$ cat src/design/tlv_regs.svh
`ifndef TLV_REGS_SVH
`define TLV_REGS_SVH

// word indices; byte address is four times the index
`define TLV_STS_IDX 10'h000
`define TLV_MSK_IDX 10'h001
`define TLV_DMSK_IDX 10'h002
`define TLV_ROUTE_IDX 10'h008
`define TLV_CTRL_A_IDX 10'h0DA
`define TLV_CTRL_B_IDX 10'h0DB

// fixed vectors of the direct processor inputs
`define TLV_VEC_NMI 16'h0024
`define TLV_VEC_HI 16'h003C
`define TLV_VEC_MID 16'h0034
`define TLV_VEC_LO 16'h002C

// control word fields
`define TLV_CW_INIT_BIT 4
`define TLV_CW_RD_BIT 3
`define TLV_CW_IVL8_BIT 2
`define TLV_OP_NESTED 3'h0
`define TLV_OP_EOI 3'h1
`define TLV_OP_ROTATE 3'h2
`define TLV_OP_SEOI 3'h3
`define TLV_OP_POLLED 3'h4
`define TLV_OP_SETPRI 3'h6

// reset values
`define TLV_RST_IMR 8'hFF
`define TLV_RST_DMSK 3'h7
`define TLV_RST_LOWEST 3'h7
`define TLV_RST_BASE 11'h000

`endif

$ cat src/design/tlv_pkg.sv
package tlv_pkg;

  typedef enum logic [1:0] {
    MODE_NESTED,
    MODE_ROTATE,
    MODE_SPECIFIC,
    MODE_POLLED
  } tlv_mode_e;

  typedef enum logic [2:0] {
    SRC_NMI,
    SRC_HI,
    SRC_MID,
    SRC_LO,
    SRC_CTRL
  } tlv_src_e;

  typedef struct packed {
    logic valid;
    tlv_src_e src;
    logic [2:0] level;
    logic [15:0] vector;
  } tlv_sel_s;

endpackage

$ cat src/design/tlv_vectoring.sv
// Summary of operation
// twelve levels; direct four outrank controller eight
// order: non-maskable, high, middle, low restart
// direct vectors 24H, 3CH, 34H, 2CH
// direct inputs maskable except non-maskable
// board designer routes power-down to non-maskable
// raise only if best pending outranks in-service
// one mask byte, bit per controller level
// vectors spaced 4 or 8 bytes, software chosen
// vector block placed on own-size boundary
// fully nested: line 0 highest, 7 lowest
// rotating: serviced level becomes lowest
// specific: software names lowest, rest follow
// polled: priority-encoded status readable
// mode and priorities changeable any time
// eighteen request sources accepted
// parallel buffer full/empty requests selectable
// serial receive/transmit requests selectable
// power-fail taken with mains-failure signal
// shared two addresses, order and bit select
//
// The AHB-Lite register port and the placing of the registers are this design's own decisions.
`include "tlv_regs.svh"
`timescale 1ns/1ps
`default_nettype none

module tlv_vectoring
  import tlv_pkg::*;
(
  // clock and reset
  input wire logic hclk,
  input wire logic hresetn,
  // ahb-lite slave
  input wire logic hsel,
  input wire logic [31:0] haddr,
  input wire logic [1:0] htrans,
  input wire logic hwrite,
  input wire logic [2:0] hsize,
  input wire logic [31:0] hwdata,
  input wire logic hready,
  output logic hreadyout,
  output logic hresp,
  output logic [31:0] hrdata,
  // request pins, asynchronous
  input wire logic pwr_fail_req,
  input wire logic mains_fail_signal,
  input wire logic rst_hi_req,
  input wire logic rst_mid_req,
  input wire logic rst_lo_req,
  input wire logic [17:0] src_req,
  // processor core side
  input wire logic cpu_inta,
  output logic cpu_int,
  output logic [15:0] cpu_vector,
  output logic [2:0] cpu_src,
  // software interrupt
  output logic irq
);

  ////////////////////////////////////////////////////////////////////////////
  // pin synchronisers

  logic [22:0] pin_meta_q;
  logic [22:0] pin_sync_q;
  logic [17:0] src_s;
  logic nmi_lvl;
  logic hi_s;
  logic mid_s;
  logic lo_s;

  always_ff @(posedge hclk or negedge hresetn) begin
    if (!hresetn) begin
      pin_meta_q <= '0;
      pin_sync_q <= '0;
    end else begin
      pin_meta_q <= {mains_fail_signal, pwr_fail_req, rst_hi_req, rst_mid_req, rst_lo_req,
                     src_req};
      pin_sync_q <= pin_meta_q;
    end
  end

  assign src_s = pin_sync_q[17:0];
  assign lo_s = pin_sync_q[18];
  assign mid_s = pin_sync_q[19];
  assign hi_s = pin_sync_q[20];
  // a power-fail request counts only while the supply also reports mains failure
  assign nmi_lvl = pin_sync_q[21] & pin_sync_q[22];

  ////////////////////////////////////////////////////////////////////////////
  // bus front end

  logic wr_pend_q;
  logic [9:0] wr_idx_q;
  logic rd_req;
  logic [9:0] rd_idx;
  logic [31:0] rd_word;
  logic [31:0] hrdata_q;

  assign hreadyout = 1'b1;
  assign hresp = 1'b0;
  assign hrdata = hrdata_q;
  assign rd_req = hsel & htrans[1] & ~hwrite & hready;
  assign rd_idx = haddr[11:2];

  always_ff @(posedge hclk or negedge hresetn) begin
    if (!hresetn) begin
      wr_pend_q <= 1'b0;
      wr_idx_q <= '0;
    end else if (hready) begin
      wr_pend_q <= hsel & htrans[1] & hwrite;
      wr_idx_q <= haddr[11:2];
    end
  end

  // read data is latched in the address phase so the data phase needs no wait state
  always_ff @(posedge hclk or negedge hresetn) begin
    if (!hresetn) begin
      hrdata_q <= '0;
    end else if (rd_req) begin
      hrdata_q <= rd_word;
    end
  end

  logic wr_sts;
  logic wr_msk;
  logic wr_dmsk;
  logic wr_a;
  logic wr_b;
  logic rd_a;
  logic cmd_init;
  logic cmd_ocw;
  logic cmd_rd;
  logic [2:0] cmd_op;

  assign wr_sts = wr_pend_q && wr_idx_q == `TLV_STS_IDX;
  assign wr_msk = wr_pend_q && wr_idx_q == `TLV_MSK_IDX;
  assign wr_dmsk = wr_pend_q && wr_idx_q == `TLV_DMSK_IDX;
  assign wr_a = wr_pend_q && wr_idx_q == `TLV_CTRL_A_IDX;
  assign wr_b = wr_pend_q && wr_idx_q == `TLV_CTRL_B_IDX;
  assign rd_a = rd_req && rd_idx == `TLV_CTRL_A_IDX;
  // two data bits (4 and 3) of the word written to the first address pick its meaning
  assign cmd_init = wr_a & hwdata[`TLV_CW_INIT_BIT];
  assign cmd_rd = wr_a & ~hwdata[`TLV_CW_INIT_BIT] & hwdata[`TLV_CW_RD_BIT];
  assign cmd_ocw = wr_a & ~hwdata[`TLV_CW_INIT_BIT] & ~hwdata[`TLV_CW_RD_BIT];
  assign cmd_op = hwdata[7:5];

  ////////////////////////////////////////////////////////////////////////////
  // controller configuration

  tlv_mode_e mode_q;
  logic [2:0] lowest_q;
  logic [10:0] base_q;
  logic ivl8_q;
  logic init_pend_q;
  logic rdsel_isr_q;
  logic [7:0] imr_q;
  logic [2:0] dmask_q;
  logic [17:0] route_q [8];
  logic [2:0] svc_lvl;
  logic eoi_do;
  logic [2:0] eoi_lvl;

  // the second address takes the block address right after an init word, else the mask
  always_ff @(posedge hclk or negedge hresetn) begin
    if (!hresetn) begin
      init_pend_q <= 1'b0;
      base_q <= `TLV_RST_BASE;
      ivl8_q <= 1'b0;
    end else if (cmd_init) begin
      init_pend_q <= 1'b1;
      base_q[2:0] <= hwdata[7:5];
      ivl8_q <= ~hwdata[`TLV_CW_IVL8_BIT];
    end else if (wr_b && init_pend_q) begin
      init_pend_q <= 1'b0;
      base_q[10:3] <= hwdata[7:0];
    end
  end

  always_ff @(posedge hclk or negedge hresetn) begin
    if (!hresetn) begin
      imr_q <= `TLV_RST_IMR;
    end else if (wr_b && !init_pend_q) begin
      imr_q <= hwdata[7:0];
    end
  end

  always_ff @(posedge hclk or negedge hresetn) begin
    if (!hresetn) begin
      rdsel_isr_q <= 1'b0;
    end else if (cmd_rd) begin
      rdsel_isr_q <= hwdata[0];
    end
  end

  // mode and rotation may be changed while requests are live; ranking follows at once
  always_ff @(posedge hclk or negedge hresetn) begin
    if (!hresetn) begin
      mode_q <= MODE_NESTED;
      lowest_q <= `TLV_RST_LOWEST;
    end else if (cmd_ocw) begin
      unique case (cmd_op)
        `TLV_OP_NESTED: begin
          mode_q <= MODE_NESTED;
          lowest_q <= `TLV_RST_LOWEST;
        end
        `TLV_OP_ROTATE: begin
          mode_q <= MODE_ROTATE;
        end
        `TLV_OP_POLLED: begin
          mode_q <= MODE_POLLED;
        end
        `TLV_OP_SETPRI: begin
          mode_q <= MODE_SPECIFIC;
          lowest_q <= hwdata[2:0];
        end
        `TLV_OP_EOI, `TLV_OP_SEOI: begin
          if (mode_q == MODE_ROTATE && eoi_do) begin
            lowest_q <= eoi_lvl;
          end
        end
        default: begin
        end
      endcase
    end
  end

  always_ff @(posedge hclk or negedge hresetn) begin
    if (!hresetn) begin
      dmask_q <= `TLV_RST_DMSK;
    end else if (wr_dmsk) begin
      dmask_q <= hwdata[2:0];
    end
  end

  ////////////////////////////////////////////////////////////////////////////
  // request latching and ranking per level

  logic [7:0] irr_q;
  logic [7:0] isr_q;
  logic [7:0] routed;
  logic [7:0] routed_prev_q;
  logic [7:0] pend;
  logic [7:0] pend_rot;
  logic [7:0] isr_rot;
  logic ack_ctrl;
  logic [2:0] ack_lvl;
  logic poll_ack;

  assign pend = irr_q & ~imr_q;

  for (genvar i = 0; i < 8; i++) begin : g_lvl
    // jumper routing of the sources (buffer full/empty, timers, bus lines) is a register
    assign routed[i] = |(route_q[i] & src_s);

    always_ff @(posedge hclk or negedge hresetn) begin
      if (!hresetn) begin
        route_q[i] <= '0;
      end else if (wr_pend_q && wr_idx_q == `TLV_ROUTE_IDX + 10'(i)) begin
        route_q[i] <= hwdata[17:0];
      end
    end

    always_ff @(posedge hclk or negedge hresetn) begin
      if (!hresetn) begin
        routed_prev_q[i] <= 1'b0;
        irr_q[i] <= 1'b0;
      end else begin
        routed_prev_q[i] <= routed[i];
        // a new edge wins over an acknowledge of the same level
        if (routed[i] && !routed_prev_q[i]) begin
          irr_q[i] <= 1'b1;
        end else if ((ack_ctrl || poll_ack) && ack_lvl == 3'(i)) begin
          irr_q[i] <= 1'b0;
        end
      end
    end

    always_ff @(posedge hclk or negedge hresetn) begin
      if (!hresetn) begin
        isr_q[i] <= 1'b0;
      end else if ((ack_ctrl || poll_ack) && ack_lvl == 3'(i)) begin
        isr_q[i] <= 1'b1;
      end else if (eoi_do && eoi_lvl == 3'(i)) begin
        isr_q[i] <= 1'b0;
      end
    end

    // position k counts from the level just after the lowest one
    assign pend_rot[i] = pend[3'(lowest_q + 3'd1 + 3'(i))];
    assign isr_rot[i] = isr_q[3'(lowest_q + 3'd1 + 3'(i))];
  end

  logic [2:0] pk;
  logic [2:0] ik;
  logic pend_any;
  logic isr_any;
  logic ctrl_ok;

  always_comb begin
    pk = 3'd0;
    ik = 3'd0;
    for (int k = 7; k >= 0; k--) begin
      if (pend_rot[k]) begin
        pk = 3'(k);
      end
      if (isr_rot[k]) begin
        ik = 3'(k);
      end
    end
  end

  assign pend_any = |pend;
  assign isr_any = |isr_q;
  assign svc_lvl = lowest_q + 3'd1 + ik;
  // nested service: only a strictly better rank interrupts the one in service
  assign ctrl_ok = pend_any && (!isr_any || pk < ik);
  assign eoi_do = cmd_ocw && ((cmd_op == `TLV_OP_EOI && isr_any) || cmd_op == `TLV_OP_SEOI);
  assign eoi_lvl = (cmd_op == `TLV_OP_SEOI) ? hwdata[2:0] : svc_lvl;
  // a poll read doubles as the acknowledge, as no processor cycle is involved
  assign poll_ack = rd_a && mode_q == MODE_POLLED && pend_any;

  ////////////////////////////////////////////////////////////////////////////
  // twelve-level arbitration toward the processor

  logic nmi_prev_q;
  logic nmi_pend_q;
  logic nmi_edge;
  logic ack_nmi;
  tlv_sel_s sel;
  tlv_sel_s sel_q;
  logic [15:0] ctrl_vec;

  assign nmi_edge = nmi_lvl & ~nmi_prev_q;
  assign ack_nmi = cpu_inta && sel_q.valid && sel_q.src == SRC_NMI;
  assign ack_ctrl = cpu_inta && sel_q.valid && sel_q.src == SRC_CTRL;
  assign ack_lvl = poll_ack ? 3'(lowest_q + 3'd1 + pk) : sel_q.level;

  always_ff @(posedge hclk or negedge hresetn) begin
    if (!hresetn) begin
      nmi_prev_q <= 1'b0;
      nmi_pend_q <= 1'b0;
    end else begin
      nmi_prev_q <= nmi_lvl;
      if (nmi_edge) begin
        nmi_pend_q <= 1'b1;
      end else if (ack_nmi) begin
        nmi_pend_q <= 1'b0;
      end
    end
  end

  assign ctrl_vec = ivl8_q ? {base_q[10:1], 3'(lowest_q + 3'd1 + pk), 3'b000}
                           : {base_q, 3'(lowest_q + 3'd1 + pk), 2'b00};

  always_comb begin
    sel = '0;
    // the non-maskable input ignores every mask
    // the fresh edge counts at once, so a direct level synchronised in the same
    // cycle cannot take the offer ahead of the non-maskable input
    if (nmi_pend_q || nmi_edge) begin
      sel = '{valid: 1'b1, src: SRC_NMI, level: 3'd0, vector: `TLV_VEC_NMI};
    end else if (hi_s && !dmask_q[2]) begin
      sel = '{valid: 1'b1, src: SRC_HI, level: 3'd0, vector: `TLV_VEC_HI};
    end else if (mid_s && !dmask_q[1]) begin
      sel = '{valid: 1'b1, src: SRC_MID, level: 3'd0, vector: `TLV_VEC_MID};
    end else if (lo_s && !dmask_q[0]) begin
      sel = '{valid: 1'b1, src: SRC_LO, level: 3'd0, vector: `TLV_VEC_LO};
    end else if (ctrl_ok && mode_q != MODE_POLLED) begin
      sel = '{valid: 1'b1, src: SRC_CTRL, level: 3'(lowest_q + 3'd1 + pk), vector: ctrl_vec};
    end
  end

  // an offer stands until acknowledged, so the core never sees the vector move under it;
  // the edge that ends the acknowledge cycle drops the offer for a cycle so one request is not taken twice
  always_ff @(posedge hclk or negedge hresetn) begin
    if (!hresetn) begin
      sel_q <= '0;
    end else if (cpu_inta) begin
      sel_q <= '0;
    end else if (!sel_q.valid) begin
      sel_q <= sel;
    end
  end

  assign cpu_int = sel_q.valid;
  assign cpu_vector = sel_q.vector;
  assign cpu_src = sel_q.src;

  ////////////////////////////////////////////////////////////////////////////
  // software event flags

  logic [2:0] sts_q;
  logic [2:0] msk_q;
  logic [2:0] ev;

  assign ev = {cpu_inta & sel_q.valid, |(routed & ~routed_prev_q), nmi_edge};

  always_ff @(posedge hclk or negedge hresetn) begin
    if (!hresetn) begin
      sts_q <= '0;
    end else begin
      // a fresh event outlives a clear written in the same cycle
      sts_q <= (sts_q & ~(wr_sts ? hwdata[2:0] : 3'b000)) | ev;
    end
  end

  always_ff @(posedge hclk or negedge hresetn) begin
    if (!hresetn) begin
      msk_q <= '0;
    end else if (wr_msk) begin
      msk_q <= hwdata[2:0];
    end
  end

  assign irq = |(sts_q & msk_q);

  ////////////////////////////////////////////////////////////////////////////
  // read multiplexer

  always_comb begin
    rd_word = '0;
    if (rd_idx == `TLV_STS_IDX) begin
      rd_word = {29'h0, sts_q};
    end else if (rd_idx == `TLV_MSK_IDX) begin
      rd_word = {29'h0, msk_q};
    end else if (rd_idx == `TLV_DMSK_IDX) begin
      rd_word = {29'h0, dmask_q};
    end else if (rd_idx == `TLV_CTRL_A_IDX) begin
      if (mode_q == MODE_POLLED) begin
        rd_word = {24'h0, pend_any, 4'h0, 3'(lowest_q + 3'd1 + pk)};
      end else begin
        rd_word = {24'h0, rdsel_isr_q ? isr_q : irr_q};
      end
    end else if (rd_idx == `TLV_CTRL_B_IDX) begin
      rd_word = {24'h0, imr_q};
    end else if (rd_idx >= `TLV_ROUTE_IDX && rd_idx < `TLV_ROUTE_IDX + 10'd8) begin
      rd_word = {14'h0, route_q[rd_idx[2:0]]};
    end
  end

endmodule

`default_nettype wire

$ cat config.mk
export PLATFORM = sky130hd
export DESIGN_NAME = tlv_vectoring
export DESIGN_NICKNAME = d
export VERILOG_FILES = /design/src/design/tlv_pkg.sv /design/src/design/tlv_vectoring.sv
export VERILOG_INCLUDE_DIRS = /design/src /design/src/design
export SDC_FILE = /design/constraint.sdc
export NUM_CORES = 1
export LEC_CHECK = 0
export ABC_AREA = 1
export BUFFER_PORTS_ARGS = -buffer_cell sky130_fd_sc_hd__buf_2
export CAP_MARGIN = 20
export CORE_AREA = 2 2 201 154
export DETAILED_ROUTE_END_ITERATION = 6
export DIE_AREA = 0 0 203 156
export GPL_TIMING_DRIVEN = 0
export PLACE_DENSITY = 0.8
export SKIP_CTS_REPAIR_TIMING = 1
export SKIP_LAST_GASP = 1
export SYNTH_ARGS = -nofsm -noshare
export SYNTH_HDL_FRONTEND = slang
export SYNTH_SLANG_ARGS = --single-unit
$ cat constraint.sdc
create_clock -name hclk -period 4.6 [get_ports hclk]
set_input_delay 0 -clock hclk [delete_from_list [all_inputs] [get_ports hclk]]
set_output_delay 0 -clock hclk [all_outputs]
set_load 0.02 [all_outputs]
# Word-level counts from Yosys, hierarchy flattened
# Index checks and enable logic that the tools add are counted.
# word_totals
out_inout_bits,55
latch_bits,0
mem_count,0
romBits,0
register_bits,318
ramBits,0
# classes
div_mod_pow,0
bitwise,34
add_sub_neg,10
mul,0
n_reduce_logical,113
order_cmp,12
shifts,0
eq_ne,41
n_mux,109
# op_table
op,count
2-to-1 mux 23 bit,7
bitwise AND 18 bit,8
OR reduction 18 bit,8
2-to-1 mux 32 bit,4
equality test 10 x 4 -> 1 bit (second input constant),8
2-to-1 mux 18 bit,4
2-to-1 mux 3 bit,20
binary-select mux 18 bit (select 3 bit),1
logical AND 1 bit,54
2-to-1 mux 1 bit,52
binary-select mux 1 bit (select 3 bit),16
equality test 10 x 8 -> 1 bit (second input constant),4
nonzero test 2 bit,18
equality test 3 bit (second input constant),11
< comparator 3 x 4 -> 1 bit (second input constant),8
OR reduction 8 bit,3
equality test 10 x 1 -> 1 bit (second input constant),2
equality test 10 x 2 -> 1 bit (second input constant),2
logical NOT 10 bit,2
equality test 3 x 2 -> 1 bit (second input constant),6
bitwise AND 8 bit,2
2-to-1 mux 8 bit,2
inverter 8 bit,2
logical NOT 1 bit,13
other kinds (29),62

# Depth between registers and ports, before layout
# Gate-level depths: netlist of the first run.
# logic_depth
ltp_word,23
depth_mapped,29
depth_no_buf,29

# Worst setup path after synthesis of the first run
# OpenSTA, ideal clock, no wires.
# synth_path
path_kind,reg2reg
start,register lowest_q[1]
end,register lowest_q[1]
t_arrival_ps,3285
slack_ps,1237
synth_period_minus_slack_ps,3363
required_time_ps,4521
path_stages_with_launch,23
setup_time_ps,79
path_cell_list,dfstp_2 ha_1 inv_1 buf_4 nand2_1 nand2_2 nand2_1 nand2_1 nand2_1 nand2_1 nand2_1 nand2_1 nand2_1 a21oi_2 ha_1 inv_1 fa_1 or2_2 o21ai_0 inv_1 o22ai_1 nor2_1 o21ai_0
# synth_via
elab_chain_cells,16
word_cells_on_any_way,36
cone_classes,add/sub (9); mux (27)
# synth_lines
element,line_no,text
"start, declared",tlv_vectoring.sv:151,logic [2:0] lowest_q;
"start signal, assigned",tlv_vectoring.sv:199,lowest_q <= `TLV_RST_LOWEST;
"start signal, assigned",tlv_vectoring.sv:204,lowest_q <= `TLV_RST_LOWEST;
"start signal, assigned",tlv_vectoring.sv:214,lowest_q <= hwdata[2:0];
adder 3 x 1 -> 3 bit (*),"tlv_vectoring.sv:290, tlv_vectoring.sv:314",
adder 3 bit,tlv_vectoring.sv:290,assign isr_rot[i] = isr_q[3'(lowest_q + 3'd1 + 3'(i))];
binary-select mux 1 bit (select 3 bit),tlv_vectoring.sv:290,
2-to-1 mux 1 bit (not written as such),tlv_vectoring.sv:290,
2-to-1 mux 3 bit (8 in series),tlv_vectoring.sv:306,if (isr_rot[k]) begin
adder 3 bit (*),tlv_vectoring.sv:314,assign svc_lvl = lowest_q + 3'd1 + ik;
2-to-1 mux 3 bit (*),tlv_vectoring.sv:318,assign eoi_lvl = (cmd_op == `TLV_OP_SEOI) ? hwdata[2:0] : svc_lvl;
2-to-1 mux 3 bit (*),tlv_vectoring.sv:217,if (mode_q == MODE_ROTATE && eoi_do) begin
case mux 3 bit (3 select lines) (*),tlv_vectoring.sv:201,unique case (cmd_op)
# Mark *: on every way between the ends. The rest lies on a longest branch, timed or not. The select of a mux whose other input is x is not followed.
# A chain may end at the register's enable or synchronous reset.

# Worst setup path in the final report of the first run
# layout_path
start,register lowest_q[1]
end,register isr_q[3]
# layout_via
elab_chain_cells,17
word_cells_on_any_way,66
cone_classes,add/sub (10); eq/ne (2); mux (51); reduce/logical (3)
# layout_lines
element,line_no,text
adder 3 x 1 -> 3 bit (*),n/a,
adder 3 bit,"tlv_vectoring.sv:289, tlv_vectoring.sv:290",
"binary-select mux 1 bit (select 3 bit), on equally long branches","tlv_vectoring.sv:289, tlv_vectoring.sv:290",
"2-to-1 mux 1 bit, on equally long branches","tlv_vectoring.sv:289, tlv_vectoring.sv:290",
"2-to-1 mux 3 bit, on equally long branches (8 in series)","tlv_vectoring.sv:303, tlv_vectoring.sv:306",
"adder 3 bit, on equally long branches","tlv_vectoring.sv:336, tlv_vectoring.sv:314",
"2-to-1 mux 3 bit, on equally long branches","tlv_vectoring.sv:336, tlv_vectoring.sv:318",
"equality test 3 x 2 -> 1 bit, on equally long branches","tlv_vectoring.sv:281, tlv_vectoring.sv:283",
"logical AND 1 bit, on equally long branches","tlv_vectoring.sv:281, tlv_vectoring.sv:283",
2-to-1 mux 1 bit or nonzero test 2 bit (tied branches),n/a,
"end signal, assigned by index",tlv_vectoring.sv:280,isr_q[i] <= 1'b0;
"end signal, assigned by index",tlv_vectoring.sv:282,isr_q[i] <= 1'b1;
"end signal, assigned by index",tlv_vectoring.sv:284,isr_q[i] <= 1'b0;
"end, declared",tlv_vectoring.sv:239,logic [7:0] isr_q;
# Marks and branches as above.

==> results of run 1 <==
## cell usage after synthesis (all sizes together), types with 2 or more instances
master	number	share of area [%]
dfstp	14	2.5
and2	2	0.085
a21oi	42	1.5
ha	5	0.43
nor3	16	0.55
o22ai	75	3.2
o2111ai	5	0.30
nand4	23	0.98
xor2	4	0.24
mux2i	17	1.2
a221oi	22	1.3
a32o	9	0.61
nand3b	5	0.26
o211ai	11	0.56
buf	48	2.4
conb	2	0.051
o31ai	3	0.15
o21ai	223	7.6
inv	197	5.0
nand3	82	2.8
dfrtp	288	49
a41oi	3	0.18
a31oi	3	0.13
nor4	7	0.34
nor2	82	2.1
o21a	3	0.15
a22oi	3	0.15
fa	2	0.27
or2	2	0.085
a211oi	3	0.15
clkbuf	60	1.5
nand2	476	12
a22o	16	0.95
clkinv	2	0.060
## cell usage in the layout (no fill, tap or decap), types with 9 or more instances in the layout
cell type / count
a21oi_1: 41
a221oi_1: 22
a22o_1: 16
a32o_1: 9
buf_2: 97
buf_4: 38
bufinv_16: 9
clkbuf_1: 61
clkbuf_16: 30
conb_1: 18
dfrtp_1: 288
dfstp_2: 14
dlygate4sd3_1: 56
inv_1: 194
mux2i_1: 17
nand2_1: 465
nand3_1: 82
nand4_1: 23
nor2_1: 81
nor3_1: 16
o211ai_1: 11
o21ai_0: 220
o22ai_1: 75
## logic make-up (layout without fill, tap and decap cells)
| family | after synthesis | count (layout) | synth area share (%) |
|---|---|---|---|
| xor+xnor | 5 | 5 | 0.298 |
| simple gates | 696 | 696 | 19.7 |
| flops | 302 | 302 | 51.6 |
| fa+ha+maj | 7 | 7 | 0.699 |
| mux | 18 | 18 | 1.24 |
| compound gates | 427 | 427 | 17.4 |
| other cells | 2 | 20 | 0.0511 |
| buf+inv | 307 | 515 | 9.06 |
## metal layers
layer	share of wire, %	GRT usage [%]
met1	43	46.7
met5	0.14	1.71
met2	40	41.9
met3	15	12.1
met4	2.5	6.71
## final cells by class
class | instances | share of cell area (%)
clock buffers | 34 | 4.54
flip-flops and latches | 302 | 43.2
repair buffers | 152 | 6.26
well taps | 399 | 2.85
multi-input cells | 1171 | 33.3
plain buffers | 108 | 3.33
inverters | 199 | 4.27
clock inverters | 22 | 2.15
diodes | 2 | 0.0286
## power groups by stage
stage | Clock (mW) | Combinational, mW | Sequential, mW
after floorplan | 0 | 0.230 | 2.83
after global placement | 0 | 0.416 | 2.85
after detailed placement | 0 | 0.432 | 2.85
after CTS | 2.90 | 0.434 | 2.80
after global routing | 3.01 | 0.525 | 2.81
final | 2.88 | 0.484 | 2.81
## state kept, by name, indices dropped and copies added, names as in the netlist, 2 cells and up
register       count
route_q          144
pin_meta_q        23
pin_sync_q        23
hrdata            18
cpu_vector        14
base_q            11
wr_idx_q          10
imr_q              8
irr_q              8
isr_q              8
routed_prev_q      8
cpu_src            3
dmask_q            3
lowest_q           3
msk_q              3
sel_q              3
sts_q              3
mode_q             2
## worst max path at each step
stage | end | slack [ns] | depth (start not counted)
after floorplan | lowest_q[1] | 1.24 | 22
after global placement | isr_q[6] | -2.01 | 1
after detailed placement | isr_q[3] | 0.45 | 23
after CTS | isr_q[3] | 0.45 | 23
after global routing | isr_q[3] | 0.08 | 21
final | isr_q[3] | 0.32 | 21
## critical path: cells and delay by family (launching register included)
kind	cells	cell delay, ns
buf+inv	3	0.39
compound gates	3	0.94
simple gates	12	1.25
flops	1	0.59
fa+ha+maj	3	0.98
==> flow_summary.toml, run 1 <==
[floorplanning]
dieArea_um2 = 31700
rows = 55
core_um2 = 29700
io_pins = 153
die-width_um = 203
initial_core_util_pct = 49.5
die_h_um = 156

[critical_path]
reg2reg_to = "isr_q[3]"
worst-setup-path-type = "register to register"
worst_path_most_repeated_cell = "nand2_1"
ff2ff_path_depth = 21
path_cells = "ha_1, inv_1, buf_4, nand3_1, nand2_1, nand2_1, nand2_1, nand2_1, nand2_1, nand2_1, nand2_1, nand2_1, a21oi_2, ha_1, inv_1, fa_1, or2_2, o21ai_0, nand3_1, o21ai_0, nand2_1"
r2r_setup_slack_ns = 0.32
worstSetupStartpointType = "register"
crit_start = "lowest_q[1]"
critPathRequiredTime_ns = 5.06
cp-end-kind = "register"
r2r-start = "lowest_q[1]"
path_max_fanout = 11
slowest_stage = "dfstp_2"
crit_arrival_ns = 4.73
worst_path_largest_cell_delay_ns = 0.59

[clock_tree]
clock-root-buffer = "clkbuf_16"
clkTransAtPathRegs_ns = 0.07
cts_sinks = 302
worstSkewPairLatency_ns = 0.59
cts_tree = "done"
htree_levels = 1
cts_buffers = 30
cts_buffer_depth = 3

[grt]
grt_max_degree = 122
grt_overflow = 0
grt_use_total_pct = 31.1
antenna_found_initial = 2
grt_pass1_wl_um = 74400
grt_pass1_vias = 12700

[min_path]
hold_path_class = "input port to async pin"

[timing]
worstMarginPinSlew_ns = 1.29
tns_ns = 0
slew_headroom_pct = 13.2
hold_viol = 3
hold_ws_ns = -0.00805
setup_slack_ns = 0.321
period_share_pct = 93.0
finalCriticalPeriod_ns = 4.28
slew_viol_final = 0
fmax_mhz = 234
fin_skew_ns = 0.0187
rsz0062_at_grt = "false"
setup_viol = 0

[pwr]
total_power_mw = 6.17
switchingPower_mw = 1.51
power.switching_fraction_pct = 24.5
seqPwrFrac_pct = 45.5
ir_drop_v = 0.000266
clkPwrFrac_pct = 46.6
p_int_mw = 4.66
power.leakage_nw = 8.97
pwr-share-comb_pct = 7.9
p_per_area_nw_per_um2 = 352

[detailed_routing]
drc = 0
firstDrtPassIters = 6
final_antenna_net_count = 0
wire_per_inst_um = 20.8
drt_iter0_markers = 1902
viasPerCell = 5.84
vias = 14000
wl_um = 49600

[finish]
area_growth_syn_to_layout_pct = 19.3
multiInputGateArea_um2 = 5840
post-route-util_pct = 59.1
drive_gt1_share_pct = 11.8
seq_area_um2 = 7570
num-nets-final = 2069
finish.instance_area_um2 = 17500
fin_cells = 2389
fillCellCount = 2637

[synth]
ys_seq_elements = 302
syn_area_per_cell_um2 = 8.33
synth_edf_count = 0
synthFlopType = "dfrtp_1"
synth-warning-count = 0
synthesis.area_um2 = 14700
synth-async-reset-ratio_pct = 100
synth_cell_types = 55
syn_inst = 1764
ys_seq_area_share_pct = 51.6

[outcome]
outcome = "finished with violations"
violations = "hold timing"

[placement]
gp_congestion = 1.01
placed_area_um2 = 15800
port_buffers = 94
dp.cells = 2275
dpl.hpwl_um = 37000
dp_slack_ns = 0.447

[job]
drv_cap = 0
Note: power is estimated with default switching activity, not from simulation.
==> inputs of run 2 (changes only) <==
--- a/config.mk
+++ b/config.mk
@@ -6,12 +6,12 @@
 export SDC_FILE = /design/constraint.sdc
 export NUM_CORES = 1
 export LEC_CHECK = 0
-export ABC_AREA = 1
 export BUFFER_PORTS_ARGS = -buffer_cell sky130_fd_sc_hd__buf_2
 export CAP_MARGIN = 20
-export CORE_AREA = 2 2 201 154
+export CORE_AREA = 2 2 206 157
+export CTS_BUF_LIST = sky130_fd_sc_hd__clkbuf_2
 export DETAILED_ROUTE_END_ITERATION = 6
-export DIE_AREA = 0 0 203 156
+export DIE_AREA = 0 0 208 159
 export GPL_TIMING_DRIVEN = 0
 export PLACE_DENSITY = 0.8
 export SKIP_CTS_REPAIR_TIMING = 1
==> flow_summary.toml, run 2 <==
[finish]
num-nets-final = 1650
reg_top3 = "route_q (144), pin_meta_q (23), pin_sync_q (23)"
fillCellCount = 2510
mostFrequentLayoutCells = "dfrtp_1, mux2_2, dlygate4sd3_1"
area_growth_syn_to_layout_pct = 20.7
post-route-util_pct = 59.8
largest_register = "route_q"
final_common_cell = "dfrtp_1"
fin_cells = 2007
finish.instance_area_um2 = 18500
drive_gt1_share_pct = 32.3
largest_reg_flops = 144

[detailed_routing]
vias = 12300
wire_per_inst_um = 24.0
final_antenna_net_count = 0
viasPerCell = 6.15
wl_um = 48100
firstDrtPassIters = 5
drt_iter0_markers = 1453
drc = 0

[timing]
setup_viol = 0
hold_viol = 0
fmax_mhz = 225
slew_headroom_pct = 20.6
setup_slack_ns = 0.161
finalCriticalPeriod_ns = 4.44
hold_ws_ns = 0.0254
slew_viol_final = 0
worstMarginPinSlew_ns = 1.18
tns_ns = 0
fin_skew_ns = 0.107
period_share_pct = 96.5

[job]
drv_cap = 0

[synth]
synth_edf_count = 0
synth_common_cells = "dfrtp_1, mux2_2, nand2_1"
synthFlopType = "dfrtp_1"
syn_area_per_cell_um2 = 12.4
yosys.area.top_type = "dfrtp_1"
synth_top_area_share_pct = 47.0
synthesis.area_um2 = 15300
synthTopCellsByArea = "dfrtp_1, mux2_2, mux4_2"
synth-async-reset-ratio_pct = 100
synth-warning-count = 0
synth_most_common_cell = "dfrtp_1"
ys_seq_elements = 302
ys_seq_area_share_pct = 49.4
syn_inst = 1238
synth_cell_types = 80

[critical_path]
worstSetupStartpointType = "register"
critPathRequiredTime_ns = 5.42
crit_arrival_ns = 5.25
path_max_fanout = 10
r2r-start = "lowest_q[0]"
slowest_stage = "a2111oi_4"
worst-setup-path-type = "register to register"
worst_path_largest_cell_delay_ns = 0.58
reg2reg_to = "cpu_vector[12]"
path_cells = "ha_1, buf_2, buf_2, and4b_1, nor4_2, mux2i_1, a2111oi_4, ha_1, a2111oi_2, a41oi_4, nor3_4, buf_4, a22o_1"
r2r_setup_slack_ns = 0.16
endpoint = "cpu_vector[12]"
crit_start = "lowest_q[0]"
crit_buf_inv = 3
ff2ff_path_depth = 13
path_delay_family = "compound AO/OA/AOI/OAI gates"
cp-end-kind = "register"
cp.depth = 13

[clock_tree]
cts_sinks = 302
worstSkewPairLatency_ns = 0.96
htree_levels = 3
cts_tree = "done"
clkTransAtPathRegs_ns = 0.11
clock-root-buffer = "clkbuf_2"
cts_buffer_depth = 3
cts_buffers = 76

[placement]
placed_area_um2 = 16400
dpl.hpwl_um = 33700
dp_slack_ns = -0.695
gp_congestion = 1.00
port_buffers = 89
dp.cells = 1751

[grt]
grt_overflow = 0
antenna_found_initial = 2
grt_pass1_vias = 11600
grt_max_degree = 114
grt_use_total_pct = 27.7
grt_pass1_wl_um = 69800

[pwr]
p_per_area_nw_per_um2 = 304
total_power_mw = 5.62
power.leakage_nw = 8.45
ir_drop_v = 0.000169

[floorplanning]
io_pins = 153
dieArea_um2 = 33100
core_um2 = 31000
die-width_um = 208
rows = 56
die_h_um = 159
initial_core_util_pct = 49.5

[min_path]
hold_path_class = "input port to register"

[outcome]
outcome = "complete, no violations"
run 2: layout make-up:
type	instances	area, µm²	area share, %
inverter	22	82.6	0.446
buffer	115	602	3.25
timing repair buffer	213	1740	9.41
sequential	302	7570	40.9
tap	406	508	2.75
multi-input combinational	815	7240	39.1
clock buffer	102	510	2.76
clock inverter	29	241	1.30
antenna	3	7.51	0.0406
run 2: how the worst min path moves through the flow:
stage	from	endpoint	slack, ns	cells past startpoint
CTS	hresetn	route_q[4]	-0.96	1
detailed placement	hresetn	pin_meta_q[11]	0.05	1
global placement	src_req[5]	pin_meta_q[5]	0.11	1
finish	hwdata[2]	imr_q[2]	0.03	3
global route	hwdata[3]	rdsel_isr_q	0.02	4
floorplan	hresetn	base_q[0]	-0.30	0
run 2: tightest hold or removal path: stages:
cell           delay (ns)
dlygate4sd3_1        0.52
buf_2                0.23
mux2_2               0.19
run 2: report_power, final:
group          switching [mW]  internal (mW)
combinational           0.458          0.344
sequential             0.0782           2.75
clock                    1.12          0.880
run 2: kinds of logic after synthesis:
family	Yosys count	share of synthesized area (%)
mux	282	24.2
fa+ha+maj	7	0.669
other cells	2	0.0490
xor+xnor	10	0.808
simple gates	273	9.55
buf+inv	137	4.45
flops	302	49.4
compound gates	225	10.9
run 2: metal layers:
metal | share of wire, % | up-vias | track usage [%] | routed length [µm]
li1 | - | 5255 | - | -
met1 | 43 | 6280 | 42.3 | 20700
met2 | 44 | 731 | 38.3 | 21100
met3 | 11 | 83 | 8.44 | 5320
met4 | 1.9 | 0 | 7.22 | 918
met5 | 0 | - | 0 | 0
